==> config.mk <==
export PLATFORM = sky130hd
export DESIGN_NAME = ext_packed_media_ops_tail
export DESIGN_NICKNAME = d
export VERILOG_FILES = /design/src/design/media_ops_pkg.sv /design/src/design/ext_packed_media_ops_tail.sv
export VERILOG_INCLUDE_DIRS = /design/src /design/src/design
export SDC_FILE = /design/constraint.sdc
export NUM_CORES = 2
export LEC_CHECK = 0
export ABC_AREA = 1
export BUFFER_PORTS_ARGS = -buffer_cell sky130_fd_sc_hd__buf_4
export CORE_UTILIZATION = 25
export DETAILED_ROUTE_END_ITERATION = 16
export SLEW_MARGIN = 5
export SYNTH_ARGS = -nofsm -noshare
export SYNTH_HDL_FRONTEND = slang
export SYNTH_SLANG_ARGS = --single-unit
==> constraint.sdc <==
create_clock -name core_clk_i -period 1.8 [get_ports core_clk_i]
set_input_delay 0.09 -clock core_clk_i [delete_from_list [all_inputs] [get_ports core_clk_i]]
set_output_delay 0.09 -clock core_clk_i [all_outputs]
set_load 0.005 [all_outputs]
==> src/design/media_ops_cfg.svh <==
// Operation
// [RULE1] opcode 0F5D: rounded high multiply, bits 30..15 into implied register, two clocks
// [RULE2] opcode 0F59: signed word multiply, add half at bit 15, store 30..15, two clocks
// [RULE3] opcode 0F5C: memory byte moves where implied byte is not negative, one clock
// [RULE4] opcode 0F5B: memory byte moves where implied byte is negative; others kept, one clock
// [RULE5] opcode 0F5A: memory byte moves where implied byte is nonzero, one clock
// [RULE6] opcode 0F58: memory byte moves where implied byte is zero, one clock
// [RULE7] opcode 0F55: named register minus source, saturated words into implied register, one clock
// [RULE8] mod field 11 selects register source; other mod values select memory source
// [RULE9] word operations use four independent 16-bit lanes, msb is sign
// [RULE10] saturated lane results clamp to nearest limit instead of wrapping
// [RULE11] implied register is named register with low selector bit flipped, for read and write
`ifndef MEDIA_OPS_CFG_SVH
`define MEDIA_OPS_CFG_SVH
`define OPC_MUL_HIGH_ROUND_IMPLIED 16'h0F5D
`define OPC_MUL_HIGH_ROUND 16'h0F59
`define OPC_COND_MOVE_BYTE_NONNEG 16'h0F5C
`define OPC_COND_MOVE_BYTE_NEG 16'h0F5B
`define OPC_COND_MOVE_BYTE_NONZERO 16'h0F5A
`define OPC_COND_MOVE_BYTE_ZERO 16'h0F58
`define OPC_SUB_SAT_WORD_IMPLIED 16'h0F55
`define MOD_REG_FORM 2'h3
`define ROUND_HALF 32'h0000_8000
`define PROD_HI 30
`define PROD_LO 15
`define WORD_MAX 16'h7FFF
`define WORD_MIN 16'h8000
`define IMPLIED_XOR 3'h1
`define WORD_W 16
`define BYTE_W 8
`define WORD_LANES 4
`define BYTE_LANES 8
`define MUL_CYCLES 2
`define SIMPLE_CYCLES 1
`endif

==> src/design/media_ops_pkg.sv <==
package media_ops_pkg;
  typedef enum logic [2:0] {
    OP_NONE,
    OP_MUL_HIGH_ROUND_IMPLIED,
    OP_MUL_HIGH_ROUND,
    OP_COND_MOVE_BYTE_NONNEG,
    OP_COND_MOVE_BYTE_NEG,
    OP_COND_MOVE_BYTE_NONZERO,
    OP_COND_MOVE_BYTE_ZERO,
    OP_SUB_SAT_WORD_IMPLIED
  } op_e;
  typedef enum logic [1:0] {
    ST_IDLE,
    ST_MUL2,
    ST_DONE
  } state_e;
endpackage

==> src/design/ext_packed_media_ops_tail.sv <==
`timescale 1ns/1ps
`include "media_ops_cfg.svh"
module ext_packed_media_ops_tail (
  // clock and reset
  input wire logic core_clk_i,
  input wire logic rst_n_i,
  // issue from decode
  input wire logic issue_i,
  input wire logic [15:0] opcode_i,
  input wire logic [1:0] modrm_mod_i,
  input wire logic [2:0] dest_media_reg_i,
  input wire logic [2:0] src_media_reg_i,
  input wire logic [63:0] mem_operand_i,
  // register file read
  output logic [2:0] rd_sel_a_o,
  output logic [2:0] rd_sel_b_o,
  output logic [2:0] rd_sel_c_o,
  input wire logic [63:0] rd_data_a_i,
  input wire logic [63:0] rd_data_b_i,
  input wire logic [63:0] rd_data_c_i,
  // result
  output logic busy_o,
  output logic result_valid_o,
  output logic [2:0] result_reg_o,
  output logic [63:0] result_o,
  output logic illegal_o
);
  // selector outputs are registered copies of the issue-port selectors, one cycle late;
  // operand data is used in the issue cycle, so the regfile must decode the live selectors
  media_ops_pkg::state_e state_q, state_d;
  media_ops_pkg::op_e op_sel;
  logic [2:0] implied_sel;
  logic use_mem;
  logic [63:0] src_val, dst_val, imp_val;
  logic [2:0] sel_a_q, sel_a_d, sel_b_q, sel_b_d, sel_c_q, sel_c_d;
  logic [63:0] res_q, res_d, mul_q, mul_d;
  logic [2:0] wreg_q, wreg_d;
  logic valid_q, valid_d, busy_q, busy_d, ill_q, ill_d;
  logic [63:0] mul_res, sub_res, cmov_res;

  // implied register pairs each register with its neighbour
  assign implied_sel = dest_media_reg_i ^ `IMPLIED_XOR; // see [RULE11]
  assign use_mem = (modrm_mod_i != `MOD_REG_FORM); // see [RULE8]

  always_comb
  begin
    case (opcode_i)
      `OPC_MUL_HIGH_ROUND_IMPLIED: op_sel = media_ops_pkg::OP_MUL_HIGH_ROUND_IMPLIED;
      `OPC_MUL_HIGH_ROUND: op_sel = media_ops_pkg::OP_MUL_HIGH_ROUND;
      `OPC_COND_MOVE_BYTE_NONNEG: op_sel = media_ops_pkg::OP_COND_MOVE_BYTE_NONNEG;
      `OPC_COND_MOVE_BYTE_NEG: op_sel = media_ops_pkg::OP_COND_MOVE_BYTE_NEG;
      `OPC_COND_MOVE_BYTE_NONZERO: op_sel = media_ops_pkg::OP_COND_MOVE_BYTE_NONZERO;
      `OPC_COND_MOVE_BYTE_ZERO: op_sel = media_ops_pkg::OP_COND_MOVE_BYTE_ZERO;
      `OPC_SUB_SAT_WORD_IMPLIED: op_sel = media_ops_pkg::OP_SUB_SAT_WORD_IMPLIED;
      default: op_sel = media_ops_pkg::OP_NONE;
    endcase
  end

  // register operands come from the regfile the cycle of issue (read data is combinational on selectors)
  assign src_val = use_mem ? mem_operand_i : rd_data_b_i; // see [RULE8]
  assign dst_val = rd_data_a_i;
  assign imp_val = rd_data_c_i; // see [RULE11]

  function automatic logic [15:0] mul_lane(input logic [15:0] a, input logic [15:0] b);
    logic signed [31:0] p;
    logic [31:0] r;
    p = $signed(a) * $signed(b);
    r = 32'(p) + `ROUND_HALF; // see [RULE2]
    mul_lane = r[`PROD_HI:`PROD_LO]; // see [RULE1]
  endfunction

  function automatic logic [15:0] sub_sat(input logic [15:0] a, input logic [15:0] b);
    logic signed [16:0] d;
    d = $signed({a[15], a}) - $signed({b[15], b});
    if (d > $signed({1'b0, `WORD_MAX}))
      sub_sat = `WORD_MAX; // see [RULE10]
    else if (d < $signed({1'b1, `WORD_MIN}))
      sub_sat = `WORD_MIN; // see [RULE10]
    else
      sub_sat = d[15:0];
  endfunction

  // lane datapath runs every cycle; the state machine below only picks which result to keep
  for (genvar gw = 0; gw < `WORD_LANES; gw++)
  begin : g_word
    logic [`WORD_W-1:0] s_w, d_w;
    assign s_w = src_val[gw*`WORD_W +: `WORD_W];
    assign d_w = dst_val[gw*`WORD_W +: `WORD_W];
    assign mul_res[gw*`WORD_W +: `WORD_W] = mul_lane(s_w, d_w); // see [RULE2] [RULE9]
    assign sub_res[gw*`WORD_W +: `WORD_W] = sub_sat(d_w, s_w); // see [RULE7] [RULE10]
  end

  for (genvar gb = 0; gb < `BYTE_LANES; gb++)
  begin : g_byte
    logic [`BYTE_W-1:0] imp_b;
    logic neg, zero, take;
    assign imp_b = imp_val[gb*`BYTE_W +: `BYTE_W];
    assign neg = imp_b[`BYTE_W-1];
    assign zero = ~|imp_b;
    always_comb
    begin
      case (op_sel)
        media_ops_pkg::OP_COND_MOVE_BYTE_NONNEG: take = ~neg; // see [RULE3]
        media_ops_pkg::OP_COND_MOVE_BYTE_NEG: take = neg; // see [RULE4]
        media_ops_pkg::OP_COND_MOVE_BYTE_NONZERO: take = ~zero; // see [RULE5]
        media_ops_pkg::OP_COND_MOVE_BYTE_ZERO: take = zero; // see [RULE6]
        default: take = 1'b0;
      endcase
    end
    // unselected bytes keep the old destination value
    assign cmov_res[gb*`BYTE_W +: `BYTE_W] = take ? mem_operand_i[gb*`BYTE_W +: `BYTE_W]
      : dst_val[gb*`BYTE_W +: `BYTE_W]; // see [RULE4]
  end

  // selectors follow the issue port only while idle, so they hold the multiply's operands through ST_MUL2
  always_comb
  begin
    sel_a_d = sel_a_q;
    sel_b_d = sel_b_q;
    sel_c_d = sel_c_q;
    if (state_q == media_ops_pkg::ST_IDLE)
    begin
      sel_a_d = dest_media_reg_i;
      sel_b_d = src_media_reg_i;
      sel_c_d = implied_sel; // see [RULE11]
    end
  end

  always_ff @(posedge core_clk_i or negedge rst_n_i)
  begin
    if (!rst_n_i)
    begin
      sel_a_q <= 3'h0;
      sel_b_q <= 3'h0;
      sel_c_q <= 3'h0;
    end
    else
    begin
      sel_a_q <= sel_a_d;
      sel_b_q <= sel_b_d;
      sel_c_q <= sel_c_d;
    end
  end

  always_comb
  begin
    state_d = state_q;
    res_d = res_q;
    mul_d = mul_q;
    wreg_d = wreg_q;
    valid_d = 1'b0;
    busy_d = busy_q;
    ill_d = 1'b0;
    case (state_q)
      media_ops_pkg::ST_IDLE:
      begin
        busy_d = 1'b0;
        if (issue_i)
        begin
          wreg_d = dest_media_reg_i;
          case (op_sel)
            media_ops_pkg::OP_MUL_HIGH_ROUND_IMPLIED, media_ops_pkg::OP_MUL_HIGH_ROUND:
            begin
              // first clock of the multiply: lane products, retired on the second clock
              mul_d = mul_res; // see [RULE2] [RULE9]
              if (op_sel == media_ops_pkg::OP_MUL_HIGH_ROUND_IMPLIED)
                wreg_d = implied_sel; // see [RULE1] [RULE11]
              busy_d = 1'b1;
              state_d = media_ops_pkg::ST_MUL2; // see [RULE1] [RULE2]
            end
            media_ops_pkg::OP_COND_MOVE_BYTE_NONNEG, media_ops_pkg::OP_COND_MOVE_BYTE_NEG,
            media_ops_pkg::OP_COND_MOVE_BYTE_NONZERO, media_ops_pkg::OP_COND_MOVE_BYTE_ZERO:
            begin
              // register form is not encodable for these: flag it and write nothing
              if (!use_mem)
                ill_d = 1'b1;
              else
              begin
                res_d = cmov_res; // see [RULE3] [RULE4] [RULE5] [RULE6]
                valid_d = 1'b1;
              end
            end
            media_ops_pkg::OP_SUB_SAT_WORD_IMPLIED:
            begin
              res_d = sub_res; // see [RULE7] [RULE9]
              wreg_d = implied_sel; // see [RULE7] [RULE11]
              valid_d = 1'b1;
            end
            default: ill_d = 1'b1;
          endcase
        end
      end
      media_ops_pkg::ST_MUL2:
      begin
        res_d = mul_q;
        valid_d = 1'b1;
        busy_d = 1'b0;
        state_d = media_ops_pkg::ST_IDLE;
      end
      default: state_d = media_ops_pkg::ST_IDLE;
    endcase
  end

  always_ff @(posedge core_clk_i or negedge rst_n_i)
  begin
    if (!rst_n_i)
    begin
      state_q <= media_ops_pkg::ST_IDLE;
      res_q <= 64'h0000_0000_0000_0000;
      mul_q <= 64'h0000_0000_0000_0000;
      wreg_q <= 3'h0;
      valid_q <= 1'b0;
      busy_q <= 1'b0;
      ill_q <= 1'b0;
    end
    else
    begin
      state_q <= state_d;
      res_q <= res_d;
      mul_q <= mul_d;
      wreg_q <= wreg_d;
      valid_q <= valid_d;
      busy_q <= busy_d;
      ill_q <= ill_d;
    end
  end

  assign rd_sel_a_o = sel_a_q;
  assign rd_sel_b_o = sel_b_q;
  assign rd_sel_c_o = sel_c_q;
  assign busy_o = busy_q;
  assign result_valid_o = valid_q;
  assign result_reg_o = wreg_q;
  assign result_o = res_q;
  assign illegal_o = ill_q;
endmodule

==> metrics.cfg <==
[placed_design]
place_area_um2=71280
gp_congestion=0.9885
numPortBuffers=361
place_hpwl_um=199400
post-place-cells=11480

[logic_synthesis]
avgSynthCellArea_um2=7.400
ys_warn_count=0
yosys.area.top_type_share_pct=38.89
synth.top_cells.by_area=fa_1 39%, inv_1 12%, nand2_1 12%, ha_1 10%, dfrtp_1 6.7%
synth_top_area_cell=fa_1
ys_types=50
synthesis.nets=8861
synth_cells=7122
synth_flop_cell=dfrtp_1
netlist_area_um2=52710
ys_ff_latch=142
synth-edff-count=0
ys_async_sr_fraction_pct=100.0
synth_common_cells=1660 x inv_1, 1660 x nand2_1, 1024 x fa_1
synth_seq_area_share_pct=6.742

[timing]
finalCritPeriodShare_pct=306.2
grt_setup_unrepaired=true
fin_skew_ns=0.01865
timing.fmax_ghz=0.1815
hold_violations=0
tightest_slew_ns=0.6145
relSlewSlack_pct=59.03
slew_violations=0
period_minus_slack_ns=5.511
finalSetupViolCount=129
fin_tns_setup_ns=-293.34
fin_ws_ns=-3.711

[worst_setup_path]
worstSetupPathType=in2reg
critical_path.startpoint=modrm_mod_i[0]
worstSetupEndpointType=flip-flop
r2r_cells=6
cp_data_arrival_time_ns=5.94
r2r-end=result_o[32]
r2r-start=state_q[0]
start_kind=primary input
reg2reg_setup_slack_ns=-0.03
critPathMaxFanout=8
critical_path_required_ns=2.23

[floorplan]
core-area_um2=209600
rows=168
die_w_um=461.2
fp.dieH_um=461.2
dieArea_um2=212700
start_util_pct=25.15
io_pins=362

[layout]
layout-drive-gt1-share_pct=36.33
final_cells=11730
nNetsFinal=10640
fin_area_um2=78990
syn_to_final_growth_pct=49.87
fillerInstances=21520

[drt]
antenna_left=0
wirelength_um=230700
vias=53330
avgRoutedWirePerCell_um=19.66
drt_pre_antenna_iters=6
drt_first_iter_violations=3676
drc=0
vias_per_cell=4.545

[cts]
root_buffer=clkbuf_16
cts.sinks=142
cts.path.max_buffers=2
clk_pin_slew_ns=0.09
cts_buffers=17
clock_latency_ns=0.53
cts_tree=yes
htreeDepth=4

[global_route]
grt.total_usage_pct=21.76
antenna_found_initial=15
grt_max_degree=59
grt_overflow=0
grt_pass1_wl_um=345200
grt_pass1_vias=56490

[worst_hold_path]
whs_endpoint=result_o[8]
worstHoldStart=mem_operand_i[8]
min_path_type=in2reg
hold_path_depth=5

[outcome]
violations=negative setup slack
status=complete, but fails checks

[job]
cap_viol_max_count=0

[routing by layer]
metal,up-vias,track usage [%],part of all wire (%)
met5,-,0,0.012
met4,4,13.98,7.7
met3,493,3.067,5.4
met2,1728,36.46,48
met1,26440,26.07,39
li1,24660,-,-
[logic make-up after synthesis]
| group | after synthesis | share of synthesized area, % |
|---|---|---|
| and+or+nand+nor | 3029 | 23.18 |
| buffers and inverters | 1886 | 13.71 |
| adders and majority gates | 1456 | 49.15 |
| AOI/OAI and AO/OA | 523 | 5.788 |
| DFF | 142 | 6.742 |
| xor gates and xnor gates | 86 | 1.429 |
[flip-flops by register name, indices dropped and copies added, names as in the netlist]
register and count:
rd_sel_c_o 1, result_o 64, result_reg_o 3, mul_q 64, illegal_o 1, busy_o 1, rd_sel_a_o 3, state_q 1
result_valid_o 1, rd_sel_b_o 3
[layout make-up]
class	instances	area [µm²]	area share [%]
Inverter	1715	6661	8.433
Timing Repair Buffer	1935	16720	21.17
Antenna cell	10	25.02	0.03168
Clock buffer	22	484.2	0.6130
Tap cell	2805	3510	4.443
Multi-Input combinational cell	5094	47930	60.68
Clock inverter	10	102.6	0.1299
Sequential cell	142	3555	4.500
[stage by stage]
| stage | utilization (%) | setup WS (ns) | hold WS [ns] |
|---|---|---|---|
| 6_report | 37.69 | -3.711 | 0.01619 |
| 5_1_grt | 37.69 | -3.923 | 0.004321 |
| 4_1_cts | 36.32 | -3.699 | 0.005681 |
| 3_5_place_dp | 34.01 | -4.603 | 0.1174 |
| 3_3_place_gp | 34.01 | -4.574 | 0.1099 |
| 2_1_floorplan | - | -3.752 | -0.2056 |
[placed cells by master, fill, tap and decap left out, types with 102 or more instances in the layout]
| cell | count |
|---|---|
| nor2_1 | 688 |
| nand2_2 | 169 |
| fa_1 | 924 |
| ha_1 | 310 |
| ha_4 | 102 |
| nor2_2 | 127 |
| inv_2 | 174 |
| inv_1 | 1478 |
| buf_6 | 135 |
| buf_12 | 115 |
| buf_4 | 1656 |
| nand2_1 | 1413 |
| dfrtp_1 | 141 |
| nand3_1 | 238 |
[critical path, stage by stage]
cell	delay [ns]
buf_8	0.08
nand2_8	0.12
buf_16	0.20
buf_6	0.14
buf_12	0.12
o21ai_4	0.24
buf_12	0.16
buf_8	0.10
nand2_4	0.04
fa_1	0.54
inv_2	0.04
fa_1	0.51
fa_1	0.44
fa_1	0.49
fa_1	0.55
inv_2	0.04
fa_1	0.51
inv_2	0.05
ha_4	0.32
buf_6	0.12
nand4_1	0.15
buf_4	0.21
nor2_4	0.12
nand3b_1	0.15
nand2_1	0.10
nand2_1	0.06
nand3_2	0.08
o21ai_1	0.07
[timing repair]
action,4_1_cts,5_1_grt
endpoints found under the setup margin,129,129
setup buffers,117,100
hold buffers,7,1
hold endpoints to repair,62,1
cloned,5,0
pin swaps,368,395
gates resized for setup,817,636
[how the worst max path moves through the flow]
| stage | to | slack [ns] | cells after the start |
|---|---|---|---|
| after global routing | mul_q[40] | -3.92 | 28 |
| final | mul_q[40] | -3.71 | 28 |
| after detailed placement | mul_q[60] | -4.60 | 28 |
| after floorplan | mul_q[15] | -3.75 | 26 |
| after CTS | mul_q[23] | -3.70 | 30 |
| after global placement | mul_q[60] | -4.57 | 28 |
Power is left out: the tool's default activity adds up to more than one toggle a clock period on the data nets, which glitch-free logic cannot reach.
